$ cat config.mk
export PLATFORM = sky130hd
export DESIGN_NAME = ddr_sdram_command_decode
export DESIGN_NICKNAME = d
export VERILOG_FILES = /design/src/design/ddr_cmd_pkg.sv /design/src/design/ddr_sdram_command_decode.sv /design/src/design/ddr_write_fifo.sv
export SDC_FILE = /design/constraint.sdc
export NUM_CORES = 1
export LEC_CHECK = 0
export BUFFER_PORTS_ARGS = -buffer_cell sky130_fd_sc_hd__buf_2
export CAP_MARGIN = 10
export CORE_MARGIN = 2
export CORE_UTILIZATION = 35
export CTS_CLUSTER_DIAMETER = 60
export DETAILED_ROUTE_END_ITERATION = 10
export PLACE_DENSITY = 0.61
export RECOVER_POWER = 100
export SLEW_MARGIN = 20
export SYNTH_ARGS = -nofsm -noshare
export SYNTH_HDL_FRONTEND = slang
export SYNTH_SLANG_ARGS = --single-unit
export TNS_END_PERCENT = 30
$ cat constraint.sdc
create_clock -name clk_sys -period 3.5 [get_ports clk_sys]
set_clock_uncertainty 0.05 [all_clocks]
set_input_delay 0.175 -clock clk_sys [delete_from_list [all_inputs] [get_ports clk_sys]]
set_output_delay 0.175 -clock clk_sys [all_outputs]
set_load 0.03 [all_outputs]
$ cat src/design/ddr_cmd_pkg.sv
`default_nettype none
package ddr_cmd_pkg;

  localparam int ADDR_W = 13;
  localparam int BA_W = 2;
  localparam int BANKS = 4;
  localparam int DQ_W = 16;
  localparam int DM_W = 2;
  localparam int COL_W = 11;
  localparam int REF_W = ADDR_W + BA_W;

  // Link pins are sampled as one vector; these are the field positions.
  localparam int PIN_DQ_LSB = 0;
  localparam int PIN_DM_LSB = 16;
  localparam int PIN_ADDR_LSB = 18;
  localparam int PIN_BA_LSB = 31;
  localparam int PIN_WE = 33;
  localparam int PIN_CAS = 34;
  localparam int PIN_RAS = 35;
  localparam int PIN_CS = 36;
  localparam int PIN_CKE = 37;
  localparam int PIN_W = 38;

  // Op-code fields of the two mode registers, then address bits of commands.
  localparam int EXT_DLL_OFF_BIT = 0;
  localparam int EXT_DRIVE_BIT = 1;
  localparam int EXT_ISOLATION_BIT = 2;
  localparam int MODE_BL_LSB = 0;
  localparam int MODE_BL_W = 3;
  localparam int AUTO_CLOSE_BIT = 10;
  localparam int COL_X4_BIT = 11;
  localparam int COL_LOW_W = 10;

  localparam logic [BA_W-1:0] BA_BASE = 2'h0;
  localparam logic [BA_W-1:0] BA_EXT = 2'h1;
  localparam logic [ADDR_W-1:0] MODE_RESET = 13'h0000;
  localparam logic [ADDR_W-1:0] EXT_RESET = 13'h0000;
  localparam logic ORG_X4 = 1'h0;

  // Timing in link clock cycles.
  localparam logic [7:0] DLL_LOCK_CLOCKS = 8'hC8;
  localparam logic [3:0] MODE_SET_TO_COMMAND_DELAY = 4'h2;
  localparam logic [3:0] SELF_REFRESH_EXIT_TO_OTHER_DELAY = 4'hA;
  localparam logic [3:0] ROW_CLOSE_TO_OPEN_DELAY = 4'h3;

  localparam int FIFO_DEPTH = 4;
  localparam int FIFO_W = BA_W + COL_W + DM_W + DQ_W;

  typedef enum logic [3:0] {
    CMD_DESELECT = 4'h0,
    CMD_NOP = 4'h1,
    CMD_ACTIVE = 4'h2,
    CMD_READ = 4'h3,
    CMD_WRITE = 4'h4,
    CMD_BURST_STOP = 4'h5,
    CMD_PRECHARGE = 4'h6,
    CMD_REFRESH = 4'h7,
    CMD_MODE_SET = 4'h8
  } cmd_t;

  function automatic cmd_t decode_cmd(input logic cs_n, input logic ras_n,
                                      input logic cas_n, input logic we_n);
    cmd_t c;
    c = CMD_DESELECT;
    if (!cs_n) begin
      case ({ras_n, cas_n, we_n})
        3'h7: c = CMD_NOP;
        3'h3: c = CMD_ACTIVE;
        3'h5: c = CMD_READ;
        3'h4: c = CMD_WRITE;
        3'h6: c = CMD_BURST_STOP;
        3'h2: c = CMD_PRECHARGE;
        3'h1: c = CMD_REFRESH;
        default: c = CMD_MODE_SET;
      endcase
    end
    return c;
  endfunction : decode_cmd

  // Link clock cycles of one burst: two data elements per cycle.
  function automatic logic [2:0] burst_pairs(input logic [MODE_BL_W-1:0] code);
    logic [2:0] p;
    p = 3'h1;
    if (code == 3'h2) begin
      p = 3'h2;
    end else if (code == 3'h3) begin
      p = 3'h4;
    end
    return p;
  endfunction : burst_pairs

endpackage : ddr_cmd_pkg
`default_nettype wire

$ cat src/design/ddr_sdram_command_decode.sv
`timescale 1ns/100ps
`default_nettype none
// Function
// - Extended bits: DLL, drive strength, isolation.
// - Extended mode set loads extended register.
// - Self refresh turns DLL off, exit restores extended setting.
// - Deselect and NOP change nothing.
// - Decode Active, Read, Write, Burst Terminate.
// - Decode Precharge, Refresh, Mode Register Set.
// - CKE high except self refresh entry.
// - Bank bits pick base, extended, or reserved.
// - Active opens addressed row in bank.
// - Bank and column from address pins.
// - A10 closes row after that burst.
// - Masked write elements leave memory unchanged.
// - Precharge one bank or all banks.
// - Precharge to idle or closing bank ignored.
// - Refresh uses internal counter, ignores inputs.
// - Base register: length, type, latency, mode.
module ddr_sdram_command_decode (
  // System clock and reset.
  input wire logic clk_sys,
  input wire logic resetn,
  // Command link from the memory controller.
  input wire logic ck,
  input wire logic cke,
  input wire logic cs_n,
  input wire logic ras_n,
  input wire logic cas_n,
  input wire logic we_n,
  input wire logic [ddr_cmd_pkg::BA_W-1:0] ba,
  input wire logic [ddr_cmd_pkg::ADDR_W-1:0] addr,
  input wire logic [ddr_cmd_pkg::DM_W-1:0] dm,
  input wire logic [ddr_cmd_pkg::DQ_W-1:0] dq,
  // Write port toward the memory array.
  output logic mem_wr_valid,
  input wire logic mem_wr_ready,
  output logic [ddr_cmd_pkg::FIFO_W-1:0] mem_wr_word,
  // Mode and DLL status.
  output logic [ddr_cmd_pkg::ADDR_W-1:0] mode_settings,
  output logic [ddr_cmd_pkg::ADDR_W-1:0] extended_mode_settings,
  output logic dll_enabled,
  output logic drive_strength_reduced,
  output logic module_isolation_output,
  output logic read_allowed,
  output logic command_allowed,
  // Bank state.
  output logic [ddr_cmd_pkg::BANKS-1:0] bank_open,
  output logic [ddr_cmd_pkg::BANKS-1:0] bank_closing,
  output logic [ddr_cmd_pkg::BANKS*ddr_cmd_pkg::ADDR_W-1:0] open_rows,
  // Refresh.
  output logic self_refresh_active,
  output logic refresh_pulse,
  output logic [ddr_cmd_pkg::REF_W-1:0] refresh_address,
  // Read burst events and write overflow.
  output logic read_start,
  output logic [ddr_cmd_pkg::BA_W-1:0] read_bank,
  output logic [ddr_cmd_pkg::COL_W-1:0] read_col,
  output logic read_auto_close,
  output logic burst_stop,
  output logic write_overflow
);
  import ddr_cmd_pkg::*;

  typedef struct packed {
    logic [2:0] ck_sync;
    logic ck_level;
    logic [PIN_W-1:0] pin_s1;
    logic [PIN_W-1:0] pin_s2;
    logic [PIN_W-1:0] pin_s3;
    logic [ADDR_W-1:0] mode;
    logic [ADDR_W-1:0] ext;
    logic self_ref;
    logic dll_on;
    logic [7:0] lock_cnt;
    logic read_ok;
    logic [3:0] wait_cnt;
    logic [BANKS-1:0] open;
    logic [BANKS-1:0] closing;
    logic [BANKS-1:0][ADDR_W-1:0] row;
    logic [BANKS-1:0][3:0] close_cnt;
    logic rd_act;
    logic wr_act;
    logic burst_ap;
    logic [BA_W-1:0] burst_bank;
    logic [COL_W-1:0] burst_col;
    logic [2:0] burst_left;
    logic [REF_W-1:0] ref_cnt;
    logic refresh_pulse;
    logic read_start;
    logic burst_stop;
    logic push_valid;
    logic [FIFO_W-1:0] push_word;
    logic overflow;
  } state_t;

  state_t r_reg;
  state_t r_next;
  logic fifo_in_ready;
  logic ck_agree;
  logic edge_now;
  cmd_t cmd_now;
  logic pin_cke;
  logic [BA_W-1:0] pin_ba;
  logic [ADDR_W-1:0] pin_addr;
  logic [DM_W-1:0] pin_dm;
  logic [DQ_W-1:0] pin_dq;
  logic [COL_W-1:0] pin_col;
  logic cmd_live;
  logic mrs_taken;

  // A link edge counts only once the second and third stages agree on the new level.
  assign ck_agree = r_reg.ck_sync[1] == r_reg.ck_sync[2];
  assign edge_now = ck_agree && r_reg.ck_sync[2] && !r_reg.ck_level;
  assign pin_cke = r_reg.pin_s3[PIN_CKE];
  assign pin_ba = r_reg.pin_s3[PIN_BA_LSB +: BA_W];
  assign pin_addr = r_reg.pin_s3[PIN_ADDR_LSB +: ADDR_W];
  assign pin_dm = r_reg.pin_s3[PIN_DM_LSB +: DM_W];
  assign pin_dq = r_reg.pin_s3[PIN_DQ_LSB +: DQ_W];
  assign pin_col = {ORG_X4 & pin_addr[COL_X4_BIT], pin_addr[COL_LOW_W-1:0]};
  assign cmd_now = decode_cmd(r_reg.pin_s3[PIN_CS], r_reg.pin_s3[PIN_RAS],
                              r_reg.pin_s3[PIN_CAS], r_reg.pin_s3[PIN_WE]);
  // Only refresh may arrive with CKE low; anything else then is not executed.
  assign cmd_live = edge_now && !r_reg.self_ref && pin_cke;
  assign mrs_taken = cmd_live && cmd_now == CMD_MODE_SET;

  always_comb begin
    r_next = r_reg;
    r_next.ck_sync = {r_reg.ck_sync[1:0], ck};
    r_next.pin_s1 = {cke, cs_n, ras_n, cas_n, we_n, ba, addr, dm, dq};
    r_next.pin_s2 = r_reg.pin_s1;
    r_next.pin_s3 = r_reg.pin_s2;
    if (ck_agree) begin
      r_next.ck_level = r_reg.ck_sync[2];
    end
    r_next.refresh_pulse = 1'b0;
    r_next.read_start = 1'b0;
    r_next.burst_stop = 1'b0;
    r_next.push_valid = 1'b0;
    // A dropped element stays flagged; nothing clears it but reset.
    if (r_reg.push_valid && !fifo_in_ready) begin
      r_next.overflow = 1'b1;
    end
    if (edge_now) begin
      for (int b = 0; b < BANKS; b++) begin
        if (r_reg.closing[b]) begin
          r_next.close_cnt[b] = r_reg.close_cnt[b] - 1'b1;
          if (r_reg.close_cnt[b] == 4'h1) begin
            r_next.closing[b] = 1'b0;
          end
        end
      end
      if (r_reg.dll_on && !r_reg.read_ok) begin
        r_next.lock_cnt = r_reg.lock_cnt + 1'b1;
        r_next.read_ok = (r_reg.lock_cnt + 1'b1) == DLL_LOCK_CLOCKS;
      end
      if (r_reg.wait_cnt != '0) begin
        r_next.wait_cnt = r_reg.wait_cnt - 1'b1;
      end
      if (r_reg.wr_act && pin_dm != '1) begin
        r_next.push_valid = 1'b1;
        r_next.push_word = {r_reg.burst_bank, r_reg.burst_col, pin_dm, pin_dq};
      end
      if (r_reg.rd_act || r_reg.wr_act) begin
        r_next.burst_col = r_reg.burst_col + COL_W'(2);
        r_next.burst_left = r_reg.burst_left - 1'b1;
        if (r_reg.burst_left == 3'h1) begin
          r_next.rd_act = 1'b0;
          r_next.wr_act = 1'b0;
          if (r_reg.burst_ap && r_reg.open[r_reg.burst_bank]) begin
            r_next.open[r_reg.burst_bank] = 1'b0;
            r_next.closing[r_reg.burst_bank] = 1'b1;
            r_next.close_cnt[r_reg.burst_bank] = ROW_CLOSE_TO_OPEN_DELAY;
          end
        end
      end
      if (r_reg.self_ref) begin
        // Every input but CKE is ignored until CKE returns high.
        if (pin_cke) begin
          r_next.self_ref = 1'b0;
          r_next.lock_cnt = '0;
          r_next.read_ok = 1'b0;
          r_next.wait_cnt = SELF_REFRESH_EXIT_TO_OTHER_DELAY;
        end
      end else if (cmd_now == CMD_REFRESH && !pin_cke) begin
        r_next.self_ref = 1'b1;
      end else if (cmd_live) begin
        case (cmd_now)
          CMD_ACTIVE: begin
            // An open or still closing bank keeps its row; the controller must wait.
            if (!r_reg.open[pin_ba] && !r_reg.closing[pin_ba]) begin
              r_next.open[pin_ba] = 1'b1;
              r_next.row[pin_ba] = pin_addr;
            end
          end
          CMD_READ, CMD_WRITE: begin
            if (r_reg.open[pin_ba]) begin
              r_next.rd_act = cmd_now == CMD_READ;
              r_next.wr_act = cmd_now == CMD_WRITE;
              r_next.burst_ap = pin_addr[AUTO_CLOSE_BIT];
              r_next.burst_bank = pin_ba;
              r_next.burst_col = pin_col;
              r_next.burst_left = burst_pairs(r_reg.mode[MODE_BL_LSB +: MODE_BL_W]);
              r_next.read_start = cmd_now == CMD_READ;
            end
          end
          CMD_BURST_STOP: begin
            // Writes and self-closing reads ignore it, since its effect there is undefined.
            if (r_reg.rd_act && !r_reg.burst_ap) begin
              r_next.rd_act = 1'b0;
              r_next.burst_stop = 1'b1;
            end
          end
          CMD_PRECHARGE: begin
            for (int b = 0; b < BANKS; b++) begin
              if (r_reg.open[b] && (pin_addr[AUTO_CLOSE_BIT] || pin_ba == BA_W'(b))) begin
                r_next.open[b] = 1'b0;
                r_next.closing[b] = 1'b1;
                r_next.close_cnt[b] = ROW_CLOSE_TO_OPEN_DELAY;
              end
            end
          end
          CMD_REFRESH: begin
            r_next.ref_cnt = r_reg.ref_cnt + 1'b1;
            r_next.refresh_pulse = 1'b1;
          end
          CMD_MODE_SET: begin
            // Bank state is not checked; loading while busy is the controller's fault.
            if (pin_ba == BA_BASE) begin
              r_next.mode = pin_addr;
            end else if (pin_ba == BA_EXT) begin
              r_next.ext = pin_addr;
              r_next.wait_cnt = MODE_SET_TO_COMMAND_DELAY;
              if (!pin_addr[EXT_DLL_OFF_BIT] && r_reg.ext[EXT_DLL_OFF_BIT]) begin
                r_next.lock_cnt = '0;
                r_next.read_ok = 1'b0;
              end
            end
          end
          default: begin
          end
        endcase
      end
    end
    r_next.dll_on = !r_next.ext[EXT_DLL_OFF_BIT] && !r_next.self_ref;
    if (!r_next.dll_on) begin
      r_next.read_ok = 1'b0;
    end
  end

  always_ff @(posedge clk_sys or negedge resetn) begin
    if (!resetn) begin
      r_reg <= '0;
      r_reg.mode <= MODE_RESET;
      r_reg.ext <= EXT_RESET;
    end else begin
      r_reg <= r_next;
    end
  end

  ddr_write_fifo #(
    .WIDTH(FIFO_W),
    .DEPTH(FIFO_DEPTH)
  ) u_write_fifo (
    .clk_sys(clk_sys),
    .resetn(resetn),
    .in_valid(r_reg.push_valid),
    .in_ready(fifo_in_ready),
    .in_data(r_reg.push_word),
    .out_valid(mem_wr_valid),
    .out_ready(mem_wr_ready),
    .out_data(mem_wr_word)
  );

  assign mode_settings = r_reg.mode;
  assign extended_mode_settings = r_reg.ext;
  assign dll_enabled = r_reg.dll_on;
  assign drive_strength_reduced = r_reg.ext[EXT_DRIVE_BIT];
  assign module_isolation_output = r_reg.ext[EXT_ISOLATION_BIT];
  assign read_allowed = r_reg.read_ok;
  assign command_allowed = r_reg.wait_cnt == '0;
  assign bank_open = r_reg.open;
  assign bank_closing = r_reg.closing;
  assign open_rows = r_reg.row;
  assign self_refresh_active = r_reg.self_ref;
  assign refresh_pulse = r_reg.refresh_pulse;
  assign refresh_address = r_reg.ref_cnt;
  assign read_start = r_reg.read_start;
  assign read_bank = r_reg.burst_bank;
  assign read_col = r_reg.burst_col;
  assign read_auto_close = r_reg.burst_ap;
  assign burst_stop = r_reg.burst_stop;
  assign write_overflow = r_reg.overflow;
endmodule : ddr_sdram_command_decode
`default_nettype wire

$ cat src/design/ddr_write_fifo.sv
`timescale 1ns/100ps
`default_nettype none
module ddr_write_fifo #(
  parameter int WIDTH = 31,
  parameter int DEPTH = 4
) (
  // Clock and reset.
  input wire logic clk_sys,
  input wire logic resetn,
  // Fill side.
  input wire logic in_valid,
  output logic in_ready,
  input wire logic [WIDTH-1:0] in_data,
  // Drain side.
  output logic out_valid,
  input wire logic out_ready,
  output logic [WIDTH-1:0] out_data
);
  localparam int PW = $clog2(DEPTH);
  localparam logic [PW:0] FULL = (PW+1)'(DEPTH);
  localparam logic [PW-1:0] LAST = PW'(DEPTH - 1);

  typedef struct packed {
    logic [DEPTH-1:0][WIDTH-1:0] mem;
    logic [PW-1:0] wr_ptr;
    logic [PW-1:0] rd_ptr;
    logic [PW:0] count;
  } fifo_state_t;

  fifo_state_t r_reg;
  fifo_state_t r_next;
  logic push;
  logic pop;

  assign in_ready = r_reg.count != FULL;
  assign out_valid = r_reg.count != '0;
  assign out_data = r_reg.mem[r_reg.rd_ptr];
  assign push = in_valid && in_ready;
  assign pop = out_valid && out_ready;

  always_comb begin
    r_next = r_reg;
    if (push) begin
      r_next.mem[r_reg.wr_ptr] = in_data;
      r_next.wr_ptr = (r_reg.wr_ptr == LAST) ? '0 : r_reg.wr_ptr + 1'b1;
    end
    if (pop) begin
      r_next.rd_ptr = (r_reg.rd_ptr == LAST) ? '0 : r_reg.rd_ptr + 1'b1;
    end
    if (push && !pop) begin
      r_next.count = r_reg.count + 1'b1;
    end else if (pop && !push) begin
      r_next.count = r_reg.count - 1'b1;
    end
  end

  always_ff @(posedge clk_sys or negedge resetn) begin
    if (!resetn) begin
      r_reg <= '0;
    end else begin
      r_reg <= r_next;
    end
  end
endmodule : ddr_write_fifo
`default_nettype wire

==> results.json <==
{
  "outcome": "finished with violations",
  "violations": "max-capacitance violations, max-slew violations",
  "timing.rr.start": "u_write_fifo.r_reg[0]",
  "netlist_instances": 1264,
  "pwr_density_cell_nw_per_um2": 564,
  "area_growth_syn_to_layout_pct": 15.5,
  "reg2regPathDepth": 4,
  "switching_share": 0.244,
  "grt_max_degree": 99,
  "synth.avg_cell_area_sq_um": 14.3,
  "start_util": 0.353,
  "design.core.area_sq_um": 51100,
  "worstPathCellList": "mux4_2 > buf_2",
  "seq_power_share": 0.474,
  "dp_hpwl_microns": 25700,
  "fin_ws_ns": 0.510,
  "ctsResizeCount": 0,
  "holdCritPathClass": "in2async",
  "n_fill_cell": 4820,
  "postCtsSetupBuffers": 0,
  "max_freq_ghz": 0.334,
  "whs_ns": 0.158,
  "cts_sinks": 436,
  "power_uw": 11700,
  "synth-seq-cells": 436,
  "slew_headroom": -0.179,
  "dieWidth_microns": 231,
  "synth-edff-count": 0,
  "clk_path_buf_depth": 3,
  "vdd_drop_max_mv": 0.369,
  "firstDrtPassIters": 4,
  "r2r_end": "u_write_fifo.r_reg[65]",
  "numCtsBuffers": 50,
  "internal-power_uw": 8870,
  "criticalPathCategory": "reg2out",
  "layout-drive-gt1-share": 0.292,
  "grt_overflow": 0,
  "fin_crit_ns": 2.99,
  "p_sw_uw": 2870,
  "ys_seq_area_frac": 0.606,
  "grt_pass1_vias": 10792,
  "ys_warn_count": 0,
  "tns_ns": 0,
  "clkSlewWorstSetupHoldPaths_ns": 0.06,
  "seq_area_sq_um": 10900,
  "timing_worst_slew_pin_value_ns": 1.76,
  "multi_input_area_sq_um": 5810,
  "via_count": 10316,
  "crit_arrival_ns": 2.76,
  "num_rows": 83,
  "crit_fanout": 33,
  "synth_nets": 1328,
  "ios": 199,
  "worst_setup_path_end_kind": "output port",
  "clkPwrFrac": 0.453,
  "maxSlewViolCount": 294,
  "async_reset_ff_frac": 1.00,
  "required_ns": 3.27,
  "drv_cap": 8,
  "post-place-ws_ns": 1.07,
  "nets": 1476,
  "ant_nets": 0,
  "cpLargestDelayFamily": "flip-flops",
  "drc": 0,
  "clock_latency_ns": 0.56,
  "htree_levels": 2,
  "cts_tree": "done",
  "power.leakage_uw": 0.00982,
  "grt_pass1_wl_microns": 62200,
  "synth_flop_cell": "dfrtp_1",
  "synthAdderAreaFrac": 0.0157,
  "gp_congestion": 0.814,
  "hold_viol": 0,
  "viasPerCell": 4.83,
  "synthSimpleGateAreaFrac": 0.0719,
  "syn_area_sq_um": 18000,
  "rsz0062_at_grt": "false",
  "drt_iter0_drc": 586,
  "muxShareOfSynthArea": 0.190,
  "largest_reg_flops": 131,
  "synth_top_family_by_area": "multiplexers",
  "antenna_found_initial": 0,
  "wirelength_microns": 39100,
  "synthXorXnorAreaFrac": 0.0131,
  "p_comb_frac": 0.073,
  "setup_viol": 0,
  "wl_per_cell_microns": 18.3,
  "crit_buf_inv": 1,
  "cts_root_buf": "clkbuf_16",
  "synth_cell_types": 74,
  "die-area_sq_um": 53300,
  "numPortBuffers": 198,
  "cts.hold.buffers_added": 41,
  "cp-start-kind": "register",
  "r2r_slack_ns": 0.67,
  "max_stage_delay_ns": 1.46,
  "gr-usage-all-layers": 0.149,
  "cp_slowest_cell": "dfrtp_1",
  "die_y_microns": 231,
  "finalCritPeriodShare": 0.854,
  "synth_compound_area_frac": 0.0354
}
cells in the mapped netlist (6+ instances only):
| cell | instances | share of area |
|---|---|---|
| o221ai_1 | 7 | 0.0034 |
| o21ai_0 | 18 | 0.0050 |
| mux2_1 | 19 | 0.012 |
| nand4_1 | 20 | 0.0069 |
| nand2_1 | 65 | 0.014 |
| xor2_1 | 12 | 0.0058 |
| o22ai_1 | 8 | 0.0028 |
| clkbuf_1 | 20 | 0.0042 |
| dfrtp_1 | 436 | 0.61 |
| xnor2_1 | 15 | 0.0073 |
| nor3_1 | 9 | 0.0025 |
| nand3_1 | 18 | 0.0050 |
| ha_1 | 21 | 0.015 |
| buf_4 | 117 | 0.049 |
| nor2_1 | 27 | 0.0056 |
| mux4_2 | 32 | 0.040 |
| nor2b_1 | 6 | 0.0021 |
| mux2_2 | 217 | 0.14 |
| buf_1 | 7 | 0.0015 |
| inv_1 | 38 | 0.0079 |
| buf_2 | 15 | 0.0042 |
| a31oi_1 | 10 | 0.0035 |
| o2111ai_1 | 6 | 0.0029 |
| or3_1 | 9 | 0.0031 |
how the worst max path moves through the flow:
stage | start | end | cells after the start | slack, ns
finish | u_write_fifo.r_reg[4] | mem_wr_word[17] | 2 | 0.51
global route | u_write_fifo.r_reg[4] | mem_wr_word[17] | 2 | 0.34
CTS | u_write_fifo.r_reg[3] | mem_wr_word[16] | 3 | 0.70
detailed placement | r_reg[222] | read_allowed | 4 | 1.07
global placement | r_reg[222] | read_allowed | 4 | 1.08
floorplan | u_write_fifo.r_reg[1] | u_write_fifo.r_reg[2] | 8 | 1.28
layer usage:
layer | wire length [microns] | GRT usage | vias up
met4 | 839 | 0.0415 | 0
met3 | 2040 | 0.0367 | 50
met2 | 18400 | 0.240 | 200
met1 | 17800 | 0.200 | 5372
met5 | 0 | 0 | -
li1 | - | - | 4694
power groups by stage:
| stage | Clock (uW) | Sequential (uW) | Combinational [uW] |
|---|---|---|---|
| 2_1_floorplan | 0 | 5460 | 714 |
| 3_3_place_gp | 0 | 5660 | 841 |
| 3_5_place_dp | 0 | 5660 | 863 |
| 4_1_cts | 5490 | 5570 | 901 |
| 5_1_grt | 5720 | 5600 | 957 |
| 6_report | 5310 | 5560 | 861 |
through the flow:
stage / utilization / cell area, sq um / cells
floorplan: - / 18000 / 1264
CTS: 0.414 / 21100 / 2133
global route: 0.407 / 20800 / 2133
detailed placement: 0.372 / 19000 / 1999
global placement: 0.372 / 19000 / 1999
finish: 0.407 / 20800 / 2134
cells in the final DEF, fill, tap and decap left out, types with 6 or more instances in the layout:
master / synthesis / layout
a31oi_1: 10 / 10
buf_2: 15 / 65
buf_4: 117 / 6
clkbuf_1: 20 / 146
clkbuf_16: 0 / 51
clkbuf_8: 0 / 9
clkinv_2: 0 / 12
dfrtp_1: 436 / 435
dlygate4sd3_1: 0 / 41
ha_1: 21 / 21
inv_1: 38 / 38
mux2_1: 19 / 19
mux2_2: 217 / 217
mux4_2: 32 / 32
nand2_1: 65 / 67
nand3_1: 18 / 18
nand4_1: 20 / 20
nand4b_1: 5 / 6
nor2_1: 27 / 27
nor3_1: 9 / 11
o2111ai_1: 6 / 6
o21ai_0: 18 / 18
o221ai_1: 7 / 7
o22ai_1: 8 / 8
or3_1: 9 / 9
xnor2_1: 15 / 15
xor2_1: 12 / 12
area by class of cell:
type                    count  area share
inverters                  38     0.00686
diodes                      1    0.000120
repair buffers            258      0.0662
well taps                 680      0.0409
clock inverters            26      0.0136
clock buffers              67      0.0686
multi-input cells         628       0.279
flip-flops and latches    436       0.525
cells by family (layout without fill, tap and decap cells):
group           count (synthesis)  after routing
fa+ha+maj                      22             22
simple gates                  219            219
mux                           273            273
buf+inv                       200            389
compound gates                 87             87
xor+xnor                       27             27
other cells                     0              1
flops                         436            436
No activity file was read; power rests on OpenSTA's default activity.
